===== src/timer_pkg.sv =====
// constants shared by the timer block
package timer_pkg;
  localparam logic [4:0] ADDR_LOW = 5'h00;
  localparam logic [4:0] ADDR_HIGH = 5'h04;
  localparam logic [4:0] ADDR_CTRL0 = 5'h08;
  localparam logic [4:0] ADDR_CTRL1 = 5'h0C;
  localparam logic [4:0] ADDR_STAT = 5'h10;
  localparam logic [7:0] LOW_RST = 8'h00;
  localparam logic [7:0] HIGH_RST = 8'hFF;
  localparam logic [7:0] HIDDEN_RST = 8'h00;
  localparam logic [3:0] SCALE_RST = 4'h0;
  localparam logic [2:0] SRC_RST = 3'h0;
  localparam logic [2:0] SRC_INSTR = 3'h2;
  localparam int CTRL0_EN_BIT = 7;
  localparam int CTRL0_OUT_BIT = 5;
  localparam int CTRL0_WIDE_BIT = 4;
  localparam int CTRL1_SRC_LSB = 5;
  localparam int CTRL1_ASYNC_BIT = 4;
  localparam int STAT_FLAG_BIT = 0;
  localparam int PRE_W = 15;
  localparam int POST_W = 4;
endpackage

===== src/scale_if.sv =====
// link between the timer core and a prescaler or postscaler
`timescale 1ns/1ps
interface scale_if;
  logic clr;
  logic in_pulse;
  logic [3:0] sel;
  logic out_pulse;
  modport ctrl (output clr, output in_pulse, output sel, input out_pulse);
  modport unit (input clr, input in_pulse, input sel, output out_pulse);
endinterface


===== src/eight_sixteen_bit_timer.sv =====
// 8/16-bit timer/counter with prescaler, postscaler and avalon slave
//
// Chosen here: the placing of the registers and the Avalon-MM interface to the registers.
`timescale 1ns/1ps
module eight_sixteen_bit_timer
  import timer_pkg::*;
(
  input wire logic clk_i,
  input wire logic rst_i,
  input wire logic [4:0] avs_address_i,
  input wire logic avs_read_i,
  input wire logic avs_write_i,
  input wire logic [31:0] avs_writedata_i,
  input wire logic [3:0] avs_byteenable_i,
  output logic [31:0] avs_readdata_o,
  output logic avs_waitrequest_o,
  input wire logic [7:0] count_src_i,
  input wire logic sleep_i,
  output logic match_pulse_out_o,
  output logic timer_out_o,
  output logic timer_irq_flag_o
);
  scale_if pre_if ();
  scale_if post_if ();

  logic wait_q;
  logic [31:0] rdata_q;
  logic [7:0] low_q;
  logic [7:0] high_q;
  logic [7:0] hidden_q;
  logic [7:0] period_q;
  logic enable_q;
  logic wide_q;
  logic [3:0] post_sel_q;
  logic [2:0] src_sel_q;
  logic async_q;
  logic [3:0] pre_sel_q;
  logic src_prev_q;
  logic match_q;
  logic tout_q;
  logic flag_q;
  logic [7:0] wd;
  logic commit_wr;
  logic wr_low;
  logic wr_high;
  logic wr_ctrl0;
  logic wr_ctrl1;
  logic wr_stat;
  logic rd_take;
  logic rd_low;
  logic src_lvl;
  logic src_edge;
  logic running;
  logic tick;
  logic at_period;
  logic at_max;
  logic event_p;
  logic [7:0] ctrl0_view;
  logic [7:0] ctrl1_view;

  // bus decode; a write takes effect at the edge where waitrequest is low
  assign wd = avs_writedata_i[7:0];
  assign commit_wr = avs_write_i && !wait_q && avs_byteenable_i[0];
  assign wr_low = commit_wr && (avs_address_i == ADDR_LOW);
  assign wr_high = commit_wr && (avs_address_i == ADDR_HIGH);
  assign wr_ctrl0 = commit_wr && (avs_address_i == ADDR_CTRL0);
  assign wr_ctrl1 = commit_wr && (avs_address_i == ADDR_CTRL1);
  assign wr_stat = commit_wr && (avs_address_i == ADDR_STAT);
  assign rd_take = avs_read_i && wait_q;
  assign rd_low = rd_take && (avs_address_i == ADDR_LOW);

  assign ctrl0_view = {enable_q, 1'b0, tout_q, wide_q, post_sel_q};
  assign ctrl1_view = {src_sel_q, async_q, pre_sel_q};

  // one wait state on every access
  always_ff @(posedge clk_i) begin
    if (rst_i) begin
      wait_q <= 1'b1;
    end else if ((avs_read_i || avs_write_i) && wait_q) begin
      wait_q <= 1'b0;
    end else begin
      wait_q <= 1'b1;
    end
  end

  // read data captured as the request is taken
  always_ff @(posedge clk_i) begin
    if (rst_i) begin
      rdata_q <= 32'h00000000;
    end else if (rd_take) begin
      case (avs_address_i)
        ADDR_LOW: rdata_q <= {24'h000000, low_q};
        ADDR_HIGH: rdata_q <= {24'h000000, high_q};
        ADDR_CTRL0: rdata_q <= {24'h000000, ctrl0_view};
        ADDR_CTRL1: rdata_q <= {24'h000000, ctrl1_view};
        ADDR_STAT: rdata_q <= {31'h00000000, flag_q};
        default: rdata_q <= 32'h00000000;
      endcase
    end
  end

  // control registers
  always_ff @(posedge clk_i) begin
    if (rst_i) begin
      enable_q <= 1'b0;
      wide_q <= 1'b0;
      post_sel_q <= SCALE_RST;
    end else if (wr_ctrl0) begin
      enable_q <= wd[CTRL0_EN_BIT];
      wide_q <= wd[CTRL0_WIDE_BIT];
      post_sel_q <= wd[3:0];
    end
  end

  always_ff @(posedge clk_i) begin
    if (rst_i) begin
      src_sel_q <= SRC_RST;
      async_q <= 1'b0;
      pre_sel_q <= SCALE_RST;
    end else if (wr_ctrl1) begin
      src_sel_q <= wd[CTRL1_SRC_LSB+2:CTRL1_SRC_LSB];
      async_q <= wd[CTRL1_ASYNC_BIT];
      pre_sel_q <= wd[3:0];
    end
  end

  // source mux; instruction clock ticks every cycle
  assign src_lvl = count_src_i[src_sel_q];

  always_ff @(posedge clk_i) begin
    if (rst_i) begin
      src_prev_q <= 1'b0;
    end else begin
      src_prev_q <= src_lvl;
    end
  end

  // rising edge of the counter input
  assign src_edge = (src_sel_q == SRC_INSTR) ? 1'b1 : (src_lvl && !src_prev_q);

  // sync counting sampled on the instruction clock
  assign running = enable_q && (async_q || !sleep_i);

  assign pre_if.in_pulse = src_edge && running;
  assign pre_if.sel = pre_sel_q;
  // low or control writes clear the scalers
  assign pre_if.clr = wr_low || wr_ctrl0 || wr_ctrl1;
  assign tick = pre_if.out_pulse;

  prescaler u_pre (
    .clk_i(clk_i),
    .rst_i(rst_i),
    .sc(pre_if.unit)
  );

  assign at_period = (low_q == period_q);
  assign at_max = (hidden_q == 8'hFF) && (low_q == 8'hFF);
  assign event_p = tick && !wr_low && (wide_q ? at_max : at_period);

  // events divided by postscale plus one
  assign post_if.in_pulse = event_p;
  assign post_if.sel = post_sel_q;
  assign post_if.clr = wr_low || wr_ctrl0 || wr_ctrl1;

  postscaler u_post (
    .clk_i(clk_i),
    .rst_i(rst_i),
    .sc(post_if.unit)
  );

  // count and hidden high byte
  always_ff @(posedge clk_i) begin
    if (rst_i) begin
      low_q <= LOW_RST;
      hidden_q <= HIDDEN_RST;
      period_q <= HIGH_RST;
    end else if (wr_low) begin
      low_q <= wd;
      if (wide_q) begin
        hidden_q <= high_q;
      end
    end else if (tick) begin
      if (wide_q) begin
        {hidden_q, low_q} <= {hidden_q, low_q} + 16'h0001;
      end else if (at_period) begin
        low_q <= 8'h00;
        period_q <= high_q;
      end else begin
        low_q <= low_q + 8'h01;
      end
    end
  end

  // high buffer / period register
  always_ff @(posedge clk_i) begin
    if (rst_i) begin
      high_q <= HIGH_RST;
    end else if (wr_high) begin
      high_q <= wd;
    end else if (rd_low && wide_q) begin
      high_q <= hidden_q;
    end
  end

  // match output held for one prescaled period
  always_ff @(posedge clk_i) begin
    if (rst_i) begin
      match_q <= 1'b0;
    end else if (post_if.out_pulse) begin
      match_q <= 1'b1;
    end else if (tick) begin
      match_q <= 1'b0;
    end
  end

  always_ff @(posedge clk_i) begin
    if (rst_i) begin
      tout_q <= 1'b0;
    end else if (post_if.out_pulse) begin
      tout_q <= !tout_q;
    end
  end

  // sticky flag, write one clears, set wins
  always_ff @(posedge clk_i) begin
    if (rst_i) begin
      flag_q <= 1'b0;
    end else if (post_if.out_pulse) begin
      flag_q <= 1'b1;
    end else if (wr_stat && wd[STAT_FLAG_BIT]) begin
      flag_q <= 1'b0;
    end
  end

  assign avs_readdata_o = rdata_q;
  assign avs_waitrequest_o = wait_q;
  assign match_pulse_out_o = match_q;
  assign timer_out_o = tout_q;
  assign timer_irq_flag_o = flag_q;
endmodule


===== src/postscaler.sv =====
// event divider, 1:1 to 1:16
`timescale 1ns/1ps
module postscaler
  import timer_pkg::*;
(
  input wire logic clk_i,
  input wire logic rst_i,
  scale_if.unit sc
);
  logic [POST_W-1:0] cnt_q;

  assign sc.out_pulse = sc.in_pulse && (cnt_q == sc.sel);

  always_ff @(posedge clk_i) begin
    if (rst_i || sc.clr) begin
      cnt_q <= '0;
    end else if (sc.out_pulse) begin
      cnt_q <= '0;
    end else if (sc.in_pulse) begin
      cnt_q <= cnt_q + POST_W'(1);
    end
  end
endmodule


===== src/prescaler.sv =====
// power-of-two prescaler, 1:1 to 1:32768
`timescale 1ns/1ps
module prescaler
  import timer_pkg::*;
(
  input wire logic clk_i,
  input wire logic rst_i,
  scale_if.unit sc
);
  logic [PRE_W-1:0] cnt_q;
  logic [PRE_W-1:0] mask;

  always_comb begin
    mask = PRE_W'((16'h0001 << sc.sel) - 16'h0001);
  end

  assign sc.out_pulse = sc.in_pulse && ((cnt_q & mask) == mask);

  always_ff @(posedge clk_i) begin
    if (rst_i || sc.clr) begin
      cnt_q <= '0;
    end else if (sc.in_pulse) begin
      cnt_q <= cnt_q + PRE_W'(1);
    end
  end
endmodule


===== config.mk =====
export PLATFORM = sky130hd
export DESIGN_NAME = eight_sixteen_bit_timer
export DESIGN_NICKNAME = d
export VERILOG_FILES = /design/src/timer_pkg.sv /design/src/scale_if.sv /design/src/eight_sixteen_bit_timer.sv /design/src/postscaler.sv /design/src/prescaler.sv
export SDC_FILE = /design/constraint.sdc
export NUM_CORES = 1
export LEC_CHECK = 0
export ABC_CLOCK_PERIOD_IN_PS = 2800
export BUFFER_PORTS_ARGS = -buffer_cell sky130_fd_sc_hd__buf_4
export CAP_MARGIN = 20
export CORE_ASPECT_RATIO = 1.75
export CORE_MARGIN = 10
export CORE_UTILIZATION = 30
export DETAILED_ROUTE_END_ITERATION = 12
export PLACE_DENSITY = 0.49
export SLEW_MARGIN = 20
export SYNTH_ARGS = -nofsm -noshare
export SYNTH_HDL_FRONTEND = slang
export SYNTH_SLANG_ARGS = --single-unit

===== constraint.sdc =====
create_clock -name clk_i -period 2.8 [get_ports clk_i]
set_clock_uncertainty 0.15 [all_clocks]
set_input_delay 0.28 -clock clk_i [delete_from_list [all_inputs] [get_ports clk_i]]
set_output_delay 0.28 -clock clk_i [all_outputs]
set_load 0.05 [all_outputs]

## Word-level counts from Yosys, hierarchy flattened

Index checks and enable logic that the tools add are counted.

- Register bits: 102
- Input port bits: 54
- Output and inout bits: 36
- Word-level logic and storage cells: 98

- $add $sub $neg: 5
- $lt $le $gt $ge: 1
- Equal/unequal tests: 12
- Shift operators: 1
- Multiplexer cells: 20
- Bitwise logic cells: 3
- Reduce and logical (&&, ||, !) cells: 38

Operators with widths:

| cell | number |
|---|---|
| $mux W8 | 10 |
| $pmux W8 S5 | 1 |
| $logic_and A1 B1 Y1 | 20 |
| $add A16 B1 Y16 const B | 1 |
| $eq A8 B8 Y1 const B | 2 |
| $add A15 B1 Y15 const B | 1 |
| $and A15 B15 Y15 | 1 |
| $eq A15 B15 Y1 | 1 |
| $shl A1 B4 Y15 const A | 1 |
| $sub A15 B1 Y15 const B | 1 |
| $eq A5 B4 Y1 const B | 2 |
| $add A8 B1 Y8 const B | 1 |
| $eq A8 B8 Y1 | 1 |
| $mux W1 | 8 |
| $reduce_bool A2 Y1 | 4 |
| $eq A5 B3 Y1 const B | 1 |
| $eq A5 B5 Y1 const B | 1 |
| $logic_not A1 Y1 | 5 |
| $logic_not A5 Y1 | 1 |
| $logic_or A1 B1 Y1 | 5 |
| $add A4 B1 Y4 const B | 1 |
| $eq A4 B4 Y1 | 1 |
| $lt A3 B4 Y1 const B | 1 |
| $ne A2 B2 Y1 const B | 2 |
| 6 further kinds | 7 |

## Logic depth before layout (Yosys ltp)

Gate-level depths: netlist (run 1).

- Word-level depth: 10
- Gate-level depth with buffers: 15

## Modules after synthesis

Synthesis (run 1) repeated with hierarchy kept, for this count alone.

- Cells, all modules: 552
- Area, all modules: 4847.1 um2

Modules (own cells, without submodules):

| module | times used | cells each | area an instance (um2) | sequential area each (um2) |
|---|---|---|---|---|
| eight_sixteen_bit_timer | 1 | 406 | 3559.7 | 1181.1 |
| prescaler | 1 | 120 | 1021.0 | 300.3 |
| postscaler | 1 | 26 | 266.5 | 80.1 |

## Worst setup path before layout (run 1)

No wires, ideal clock.

- Path type: register -> register
- Start: register pre_sel_q[2], in the netlist pre_if.sel[2]
- End: register tout_q, in the netlist timer_out_o
- Library setup time: 123 ps
- Data arrival time: 2696 ps
- Required time: 2527 ps
- Path slack: -170 ps
- Stages on the path, launching flop included: 14
- Path buffers: 4
- Path through: dfxtp_1 -> buf_4 -> buf_2 -> nor3_1 -> nand2b_1 -> ha_1 -> buf_2 -> a222oi_1 -> o211ai_2 -> or2_1 -> nor3_2 -> buf_4 -> nand3_2 -> mux2_1

- Longest elaborated chain between the ends: 8

Ends and longest elaborated chain:

| element | line | text |
|---|---|---|
| start, declared | eight_sixteen_bit_timer.sv:37 | `logic [3:0] pre_sel_q;` |
| start signal, assigned | eight_sixteen_bit_timer.sv:123 | `pre_sel_q <= wd[3:0];` |
| $shl A1 B4 Y15 (*) | prescaler.sv:14 | `mask = PRE_W'((16'h0001 << sc.sel) - 16'h0001);` |
| $sub A15 B1 Y15 (*) | prescaler.sv:14 |  |
| $and A15 B15 Y15 | prescaler.sv:17 | `assign sc.out_pulse = sc.in_pulse && ((cnt_q & mask) == mask);` |
| $eq A15 B15 Y1 (*) | prescaler.sv:17 |  |
| $logic_and A1 B1 Y1 (*) | prescaler.sv:17 |  |
| $logic_and A1 B1 Y1 (*) (2 in series) | eight_sixteen_bit_timer.sv:158 | `assign event_p = tick && !wr_low && (wide_q ? at_max : at_period);` |
| $logic_and A1 B1 Y1 (*) | postscaler.sv:12 | `assign sc.out_pulse = sc.in_pulse && (cnt_q == sc.sel);` |
| end signal, assigned | eight_sixteen_bit_timer.sv:220 | `tout_q <= !tout_q;` |
| end, declared | eight_sixteen_bit_timer.sv:40 | `logic tout_q;` |

Every way passes the cells marked *; elsewhere a longest branch is shown, timed or not.
A chain may end at the register's enable or synchronous reset.

## Worst setup path in the final report (run 1)

- Start: register pre_sel_q[1], in the netlist pre_if.sel[1]
- End: register hidden_q[2]

- Longest elaborated chain between the ends: 7

Ends and longest elaborated chain:

| element | line | text |
|---|---|---|
| $shl A1 B4 Y15 (*) | prescaler.sv:14 |  |
| $sub A15 B1 Y15 (*) | prescaler.sv:14 |  |
| $and A15 B15 Y15 | prescaler.sv:17 |  |
| $eq A15 B15 Y1 (*) | prescaler.sv:17 |  |
| $logic_and A1 B1 Y1 (*) | prescaler.sv:17 |  |
| $ne A2 B2 Y1 (no source line) / $reduce_bool A2 Y1 (equally long branches) | n/a |  |
| $reduce_and A3 Y1 (no source line) (*) | n/a |  |
| end signal, assigned | eight_sixteen_bit_timer.sv:180 | `hidden_q <= high_q;` |
| end signal, assigned | eight_sixteen_bit_timer.sv:184 | `{hidden_q, low_q} <= {hidden_q, low_q} + 16'h0001;` |
| end, declared | eight_sixteen_bit_timer.sv:30 | `logic [7:0] hidden_q;` |

Marks and branches as above.

==> metrics.md, run 1 <==
| Metric | Value |
|---|---|
| Relative slew slack | `38.1%` |
| Worst reg-to-reg path cell count | `12` |
| Switching share of power | `27.1%` |
| Synthesis-to-finish area growth | `20.9%` |
| Measured slew at the worst slew-check pin | `0.929 ns` |
| Pin count of the biggest net entering global routing | `49` |
| Number of flops mapped to enable cells by yosys | `0` |
| Maximum clock frequency | `352 MHz` |
| VDD IR max | `0.234 mV` |
| Starting Density | `30.5%` |
| Slew Limit Fails | `0` |
| Worst setup slack before clock tree synthesis | `-0.0901 ns` |
| Average vias per placed instance | `5.41` |
| Remaining DRCs | `0` |
| Type of the worst setup path | `flop to flop` |
| Result of the run | `finished with violations` |
| Synthesized instance count | `613` |
| Hold slack | `0.00918 ns` |
| Number of hold-repair buffers added at the cts stage | `0` |
| Area of the multi-input gates | `0.00299 sq mm` |
| Average detailed-routed wire length per instance | `18.9 um` |
| Largest buffer count on any clock path | `2` |
| Synth Register Bits | `78` |
| Unrepaired setup endpoints after global routing | `yes` |
| Placeable core region | `0.0158 sq mm` |
| Sequential share of power | `43.9%` |
| Pwr Density | `444 mW/mm^2` |
| Die boundary height | `188 um` |
| Internal power | `1.88 mW` |
| Number of synthesis warnings | `0` |
| Root Buffer Master | `sky130_fd_sc_hd__clkbuf_16` |
| Filler instances | `1690` |
| Number of placed instances, taps included | `841` |
| Die Outline Area | `0.0217 sq mm` |
| Register-to-register setup slack | `-0.04 ns` |
| Final antenna-violating net count | `0` |
| Crit path launch type | `flop` |
| Ports placed on the boundary | `90` |
| LEAKAGE | `2.30 nW` |
| Minimum clock period | `2.84 ns` |
| Arrival time of data at the critical path endpoint | `2.95 ns` |
| Fraction of final layout cells sized beyond drive strength 1 | `22.1%` |
| Site row count | `61` |
| Crit path required time | `2.91 ns` |
| DR vias | `4647` |
| Finished Layout Cells | `859` |
| Clock H-tree levels | `3` |
| Count of antenna diodes in the layout | `0` |
| Remaining global-route overflow | `0` |
| Share of power burned in combinational logic | `8.7%` |
| CP max FO | `23` |
| Wire length of the first global-routing pass | `25.6 mm` |
| Final weighted congestion of routability-driven global placement | `0.920` |
| Sum of net half-perimeters after detailed placement | `12.5 mm` |
| Number of buffers inserted during clock tree synthesis | `9` |
| Kind of end point of the critical path | `flop` |
| Max-cap violations | `0` |
| Asr flop ratio synth | `0%` |
| Final setup viols | `4` |
| Violated checks | `negative setup slack` |
| Clock latency on the worst-skew pair | `0.34 ns` |
| Most instantiated flip-flop cell in the synthesis netlist | `sky130_fd_sc_hd__dfxtp_1` |
| Clock tree from TritonCTS | `built` |
| Setup ws final | `-0.0371 ns` |
| Clock-pin transition on the worst setup and hold timing paths | `0.07 ns` |
| Mapped Avg Cell Area | `7.85 sq um` |
| Via count of the first global-routing pass | `4680` |
| Power dissipated by switching net loads | `700 uW` |
| Netlist area before placement | `0.00481 sq mm` |
| Net total in the final layout | `723` |
| Count of port buffers added during placement | `38` |
| Final hold vios | `0` |
| Count of different cell masters after synthesis | `78` |
| Die width | `116 um` |
| Initial DRC count | `263` |
| Classification of the worst-slack hold path | `input pin to flop` |
| Register area | `0.00156 sq mm` |
| Min-Delay Path Depth | `2` |
| Total routed wirelength | `16.3 mm` |
| Initial antenna violation count | `0` |
| Clock group share of total power | `47.4%` |
| Global-route usage over all layers | `15.0%` |
| Sequential area share after synthesis | `32.5%` |
| Drt first pass iters | `5` |
| Clock sink total | `78` |
| Crit share post-route | `101%` |
[kinds of logic after synthesis]
logic type / after synthesis / synth area share, %
AO/OA/AOI/OAI: 139 / 19.8
XOR/XNOR: 24 / 4.37
adder cells (fa/ha/maj): 4 / 1.04
buffers and inverters: 86 / 9.78
flip-flops: 78 / 32.5
multiplexers: 20 / 4.86
other: 1 / 0.0779
AND/OR/NAND/NOR: 261 / 27.6
[registers in the layout, indices dropped and copies added, names as in the netlist]
| signal | flops |
|---|---|
| avs_waitrequest_o | 1 |
| async_q | 1 |
| avs_readdata_o | 8 |
| post_if.sel | 4 |
| period_q | 8 |
| src_prev_q | 1 |
| u_post.cnt_q | 4 |
| u_pre.cnt_q | 15 |
| timer_irq_flag_o | 1 |
| low_q | 8 |
| src_sel_q | 3 |
| wide_q | 1 |
| enable_q | 1 |
| hidden_q | 8 |
| high_q | 8 |
| pre_if.sel | 4 |
| match_pulse_out_o | 1 |
| timer_out_o | 1 |
[placed cells by master (no fill, tap or decap), types with 4 or more instances in the layout]
cell type,n
sky130_fd_sc_hd__a32oi_1,7
sky130_fd_sc_hd__o21ai_0,30
sky130_fd_sc_hd__a21oi_1,34
sky130_fd_sc_hd__mux2i_1,11
sky130_fd_sc_hd__dfxtp_1,76
sky130_fd_sc_hd__mux2_2,6
sky130_fd_sc_hd__a211oi_2,4
sky130_fd_sc_hd__nor2_1,64
sky130_fd_sc_hd__or4_1,5
sky130_fd_sc_hd__conb_1,24
sky130_fd_sc_hd__o21ai_1,6
sky130_fd_sc_hd__xor2_1,17
sky130_fd_sc_hd__nor2b_1,6
sky130_fd_sc_hd__and3_1,7
sky130_fd_sc_hd__clkbuf_16,9
sky130_fd_sc_hd__nand4_1,10
sky130_fd_sc_hd__buf_4,76
sky130_fd_sc_hd__a41oi_1,9
sky130_fd_sc_hd__a22oi_1,5
sky130_fd_sc_hd__nor4_1,5
sky130_fd_sc_hd__o211ai_1,7
sky130_fd_sc_hd__inv_1,21
sky130_fd_sc_hd__nand3_1,25
sky130_fd_sc_hd__or3_1,5
sky130_fd_sc_hd__buf_6,4
sky130_fd_sc_hd__nand2b_1,5
sky130_fd_sc_hd__nand2_1,71
sky130_fd_sc_hd__nor3_1,18
sky130_fd_sc_hd__xnor2_1,7
sky130_fd_sc_hd__nand3_2,5
[cells in the mapped netlist (11+ instances only)]
| master | instances | area share (%) |
|---|---|---|
| sky130_fd_sc_hd__nor2_1 | 65 | 5.1 |
| sky130_fd_sc_hd__dfxtp_1 | 78 | 32 |
| sky130_fd_sc_hd__mux2i_1 | 11 | 2.3 |
| sky130_fd_sc_hd__buf_4 | 34 | 5.3 |
| sky130_fd_sc_hd__a21oi_1 | 36 | 3.7 |
| sky130_fd_sc_hd__o21ai_0 | 30 | 3.1 |
| sky130_fd_sc_hd__nand2_1 | 73 | 5.7 |
| sky130_fd_sc_hd__nand3_1 | 28 | 2.9 |
| sky130_fd_sc_hd__clkbuf_1 | 18 | 1.4 |
| sky130_fd_sc_hd__nor3_1 | 20 | 2.1 |
| sky130_fd_sc_hd__inv_1 | 21 | 1.6 |
| sky130_fd_sc_hd__xor2_1 | 17 | 3.1 |
[through the flow]
step                      power [mW]  TNS, ns  instance area (sq um)  util (%)
after floorplan                 1.33        0                   4940         -
after global placement          1.38   -0.242                   5390      34.1
after detailed placement        1.38   -0.479                   5390      34.1
after CTS                       2.61   -0.335                   5750      36.4
after global routing            2.67    -3.38                   5820      36.8
final                           2.58  -0.0826                   5820      36.8
[metal layers]
layer  routed length, um  part of all wire [%]  global-route usage [%]
met2                9160                    56                    28.8
met4                 671                   4.1                    7.64
met5                   0                     0                       0
met1                5870                    36                    15.2
met3                 569                   3.5                    1.73
[power by group through the flow]
stage               clock network, mW  logic [mW]  registers [mW]
floorplan                           0       0.175            1.15
global route                     1.30       0.237            1.14
detailed placement                  0       0.219            1.16
CTS                              1.25       0.220            1.13
global placement                    0       0.217            1.16
finish                           1.22       0.224            1.13
[worst max-delay path, cell delays in order (launching register included)]
cell                       delay (ns)
sky130_fd_sc_hd__dfxtp_2         0.34
sky130_fd_sc_hd__nor3_4          0.21
sky130_fd_sc_hd__nand2b_1        0.12
sky130_fd_sc_hd__ha_4            0.20
sky130_fd_sc_hd__buf_4           0.16
sky130_fd_sc_hd__or4_4           0.40
sky130_fd_sc_hd__a211o_1         0.28
sky130_fd_sc_hd__o211ai_2        0.08
sky130_fd_sc_hd__or2_4           0.17
sky130_fd_sc_hd__nor3_4          0.05
sky130_fd_sc_hd__buf_12          0.16
sky130_fd_sc_hd__a41o_1          0.25
sky130_fd_sc_hd__a211oi_2        0.20
[worst paths after layout]
kind,end,from
worst max register to register,hidden_q[2],pre_if.sel[1]
worst min-delay path,avs_waitrequest_o,avs_write_i
worst min register to register,match_pulse_out_o,match_pulse_out_o
worst max-delay path,hidden_q[2],pre_if.sel[1]
[repair_timing]
item / CTS / global route
endpoints found under the setup margin: 18 / 31
endpoints found under the hold margin: 0 / 0
setup buffers: 3 / 0
pin swaps: 12 / 11
resized for setup: 12 / 16
[layout make-up]
| class | count | share of cell area (%) |
|---|---|---|
| tap | 189 | 4.07 |
| clock buffer | 9 | 3.87 |
| multi-input combinational | 472 | 51.4 |
| inverter | 23 | 1.48 |
| timing repair buffer | 81 | 10.9 |
| clock inverter | 7 | 1.38 |
| sequential | 78 | 26.9 |
Note: power is estimated with default switching activity, not from simulation.
==> run 2: changes to the inputs <==
--- a/config.mk
+++ b/config.mk
@@ -5,6 +5,7 @@
 export SDC_FILE = /design/constraint.sdc
 export NUM_CORES = 1
 export LEC_CHECK = 0
+export ABC_AREA = 1
 export ABC_CLOCK_PERIOD_IN_PS = 2800
 export BUFFER_PORTS_ARGS = -buffer_cell sky130_fd_sc_hd__buf_4
 export CAP_MARGIN = 20
==> run 2 against run 1 <==
  * The flow now finishes without violations
  * Hold slack improved by 0.0037 ns
  * Area after synthesis down 0.29%
  * Count of clock-buffer cells in the layout unchanged
  * Critical path depth up 5
  * Clock power rose by 7%
  * Sequential share of layout area increased by 0.066 points
  * Sequential cell count stayed put
  * Design area is essentially flat
  * Sequential power about the same
  * Worst setup slack better by 0.24 ns
  * Via count grew 7.6%
==> metrics.md, run 2 <==
| Metric | Value |
|---|---|
| Result of the run | `finished, final reports clean` |
| Kind of end point of the critical path | `flop` |
| Average detailed-routed wire length per instance | `16.5 um (-13%)` |
| Largest buffer count on any clock path | `2 (unchanged)` |
| Min-Delay Path Depth | `2 (unchanged)` |
| Hold slack | `0.0129 ns (+0.00370 ns)` |
| Crit path launch type | `flop` |
| Critical path's most frequent cell | `sky130_fd_sc_hd__nor2_1` |
| Remaining global-route overflow | `0 (unchanged)` |
| Final hold vios | `0 (unchanged)` |
| Hold Path Origin | `avs_write_i` |
| Fraction of final layout cells sized beyond drive strength 1 | `15.5% (-6.6 points)` |
| Number of synthesis warnings | `0 (unchanged)` |
| Clock H-tree levels | `3 (unchanged)` |
| Largest register FFs | `15 (unchanged)` |
| Count of antenna diodes in the layout | `0 (unchanged)` |
| Die width | `116 um (-0.12%)` |
| Global-route usage over all layers | `15.3% (+0.22 points)` |
| Pwr Density | `451 mW/mm^2 (+1.5%)` |
| Largest cells by area after synthesis | `sky130_fd_sc_hd__dfxtp_1, sky130_fd_sc_hd__nand2_1, sky130_fd_sc_hd__inv_1` |
| Cell family with the largest share of critical-path delay | `simple AND/OR/NAND/NOR gates` |
| Relative slew slack | `54.2% (+16 points)` |
| Leading cell type by number of instances after synthesis | `sky130_fd_sc_hd__nand2_1` |
| Classification of the worst-slack hold path | `input pin to flop` |
| Drt first pass iters | `5 (unchanged)` |
| Final setup viols | `0 (-4)` |
| Wire length of the first global-routing pass | `25.5 mm (-0.35%)` |
| Area share of the leading cell type in the synthesized netlist | `32.6% (+0.093 points)` |
| Root Buffer Master | `sky130_fd_sc_hd__clkbuf_16` |
| VDD IR max | `0.292 mV (+25%)` |
| Synthesized instance count | `743 (+21%)` |
| Worst path cell trace | `nor2_4, inv_2, nor2_2, inv_1, ha_2, nor2_1, nor2_1, nand2_1, nor2_1, nand2_1, nor2_1, nand2_1, nor2_4, nand3_4, nor2_4, buf_6, o211ai_1` |
| Remaining DRCs | `0 (unchanged)` |
| Most used cells in the layout excluding fill and tap cells | `sky130_fd_sc_hd__nand2_1, sky130_fd_sc_hd__inv_1, sky130_fd_sc_hd__nor2_1` |
| Final weighted congestion of routability-driven global placement | `0.913 (-0.76%)` |
| Arrival time of data at the critical path endpoint | `2.65 ns (-0.30 ns)` |
| Synth Register Bits | `78 (unchanged)` |
| Maximum clock frequency | `386 MHz (+9.4%)` |
| Final design utilization | `36.8% (about the same)` |
| Average vias per placed instance | `4.94 (-8.6%)` |
| Initial DRC count | `225 (-14%)` |
| CP max FO | `6 (-74%)` |
| Mapped Avg Cell Area | `6.46 sq um (-18%)` |
| Number of placed instances, taps included | `993 (+18%)` |
| Final antenna-violating net count | `0 (unchanged)` |
| Net total in the final layout | `875 (+21%)` |
| Total routed wirelength | `16.6 mm (+2.2%)` |
| Post-route standard cell area excluding fillers | `0.00581 sq mm (about the same)` |
| Initial antenna violation count | `0 (unchanged)` |
| Leading post-synthesis cells by instance count | `sky130_fd_sc_hd__nand2_1, sky130_fd_sc_hd__inv_1, sky130_fd_sc_hd__nor2_1` |
| Via count of the first global-routing pass | `4969 (+6.2%)` |
| Standard cell area after detailed placement | `0.00542 sq mm (+0.53%)` |
| Die boundary height | `187 um (-0.13%)` |
| Count of port buffers added during placement | `38 (unchanged)` |
| Register-to-register setup slack | `0.21 ns (+0.24 ns)` |
| Site row count | `61 (unchanged)` |
| Pin count of the biggest net entering global routing | `32 (-35%)` |
| Largest area contributor in the synthesized netlist | `sky130_fd_sc_hd__dfxtp_1` |
| Worst reg-to-reg path cell count | `17 (+5)` |
| Clock-pin transition on the worst setup and hold timing paths | `0.06 ns (about the same)` |
| Count of different cell masters after synthesis | `44 (-44%)` |
| R2r startpoint | `pre_if.sel[0]` |
| Type of the worst setup path | `flop to flop` |
| Worst min-delay path endpoint | `avs_waitrequest_o` |
| Most instantiated flip-flop cell in the synthesis netlist | `sky130_fd_sc_hd__dfxtp_1` |
| Sequential area share after synthesis | `32.6% (+0.093 points)` |
| Starting Density | `30.4% (-0.087 points)` |
| Netlist area before placement | `0.00480 sq mm (-0.29%)` |
| Minimum clock period | `2.59 ns (-0.244 ns)` |
| Clock latency on the worst-skew pair | `0.35 ns (about the same)` |
| Crit path required time | `2.86 ns (-0.05 ns)` |
| Measured slew at the worst slew-check pin | `0.682 ns (-0.247 ns)` |
| Max-cap violations | `0 (unchanged)` |
| Final setup TNS | `0 ns (+0.0826 ns)` |
| Sum of net half-perimeters after detailed placement | `13.2 mm (+5.5%)` |
| Finished Layout Cells | `1011 (+18%)` |
| Crit share post-route | `92.6% (-8.7 points)` |
| Number of flops mapped to enable cells by yosys | `0 (unchanged)` |
| Destination of the worst register-to-register timing path | `period_q[0]` |
| Placeable core region | `0.0158 sq mm (unchanged)` |
| Leading cell type in the layout, fill and taps excluded | `sky130_fd_sc_hd__nand2_1` |
| Clock sink total | `78 (unchanged)` |
| Ports placed on the boundary | `90 (unchanged)` |
| Clock tree from TritonCTS | `built` |
| LEAKAGE | `2.41 nW (+4.9%)` |
| Largest Register | `u_pre.cnt_q` |
| Number of buffers inserted during clock tree synthesis | `9 (unchanged)` |
| Critical-path cell with the highest stage delay | `sky130_fd_sc_hd__dfxtp_2` |
| Synthesis-to-finish area growth | `21.1%` |
| Die Outline Area | `0.0216 sq mm (-0.24%)` |
| DR vias | `4999 (+7.6%)` |
| CP peak stage delay | `0.35 ns (-0.05 ns)` |
| Slew Limit Fails | `0 (unchanged)` |
| Asr flop ratio synth | `0% (unchanged)` |
| Buf/Inv on CP | `3 (+1)` |
## run 2: cell types whose count changed in the layout (fill, tap and decap cells not counted), moves of 7 or more
| cell | before | now |
|---|---|---|
| sky130_fd_sc_hd__and3_1 | 7 | 0 |
| sky130_fd_sc_hd__a21oi_1 | 34 | 51 |
| sky130_fd_sc_hd__nor2_1 | 64 | 83 |
| sky130_fd_sc_hd__o211ai_1 | 7 | 15 |
| sky130_fd_sc_hd__a32oi_1 | 7 | 0 |
| sky130_fd_sc_hd__a41oi_1 | 9 | 0 |
| sky130_fd_sc_hd__nand2_1 | 71 | 176 |
| sky130_fd_sc_hd__xor2_1 | 17 | 9 |
| sky130_fd_sc_hd__nand3_1 | 25 | 57 |
| sky130_fd_sc_hd__o21ai_0 | 30 | 50 |
| sky130_fd_sc_hd__mux2i_1 | 11 | 0 |
| sky130_fd_sc_hd__inv_1 | 21 | 89 |
## run 2: worst register-to-register path, cell delays in order, from the launching register on
cell and delay (ns):
sky130_fd_sc_hd__dfxtp_2 0.35, sky130_fd_sc_hd__nor2_4 0.11, sky130_fd_sc_hd__inv_2 0.05, sky130_fd_sc_hd__nor2_2 0.10, sky130_fd_sc_hd__inv_1 0.05, sky130_fd_sc_hd__ha_2 0.30, sky130_fd_sc_hd__nor2_1 0.04, sky130_fd_sc_hd__nor2_1 0.09
sky130_fd_sc_hd__nand2_1 0.06, sky130_fd_sc_hd__nor2_1 0.10, sky130_fd_sc_hd__nand2_1 0.06, sky130_fd_sc_hd__nor2_1 0.11, sky130_fd_sc_hd__nand2_1 0.10, sky130_fd_sc_hd__nor2_4 0.21, sky130_fd_sc_hd__nand3_4 0.12, sky130_fd_sc_hd__nor2_4 0.23
sky130_fd_sc_hd__buf_6 0.15, sky130_fd_sc_hd__o211ai_1 0.09
## run 2: timing repair
| action | in CTS | in global routing |
|---|---|---|
| endpoints found under the setup margin | 0 | 25 |
| buffers inserted | 0 | 0 |
| hold buffers | 1 | 0 |
| hold endpoints to repair | 1 | 0 |
| resized for setup | 0 | 16 |
## run 2: per-stage QoR
| stage | setup slack, ns | power, mW |
|---|---|---|
| after floorplan | 0.429 | 1.30 |
| after global placement | 0.191 | 1.33 |
| after detailed placement | 0.143 | 1.34 |
| after CTS | 0.134 | 2.64 |
| after global routing | -0.0244 | 2.70 |
| final | 0.207 | 2.62 |
## run 2: area by class of cell
type                       instances  area [sq um]
clock buffer                       9           225
clock inverter                     7          98.8
fill                            1742          9990
inverter                          96           360
multi-input combinational        553          2720
sequential                        78          1570
tap                              189           236
timing repair buffer              79           603
## run 2: power breakdown
| group | internal [mW] | switching [mW] | total [mW] |
|---|---|---|---|
| combinational | 0.0468 | 0.151 | 0.198 |
| sequential | 1.11 | 0.00310 | 1.12 |
| clock | 0.785 | 0.521 | 1.31 |
## run 2: cells by family after synthesis
logic type	after synthesis	share of synthesized area, %
XOR/XNOR	14	2.56
AO/OA/AOI/OAI	140	17.0
adder cells (fa/ha/maj)	4	1.04
AND/OR/NAND/NOR	370	33.3
other	1	0.0782
flip-flops	78	32.6
buffers and inverters	136	13.5
## run 2: how the worst max path moves through the flow
stage	endpoint	cells past startpoint	start
global placement	hidden_q[4]	18	pre_if.sel[0]
floorplan	period_q[0]	18	pre_if.sel[1]
CTS	hidden_q[2]	18	pre_if.sel[0]
finish	period_q[0]	17	pre_if.sel[0]
detailed placement	hidden_q[2]	18	pre_if.sel[0]
global route	period_q[0]	18	pre_if.sel[3]
## run 2: metal layers
metal | global-route usage [%] | wire length [um]
met5 | 0 | 0
met4 | 7.84 | 765
met3 | 2.92 | 578
met2 | 30.1 | 9450
met1 | 13.9 | 5840
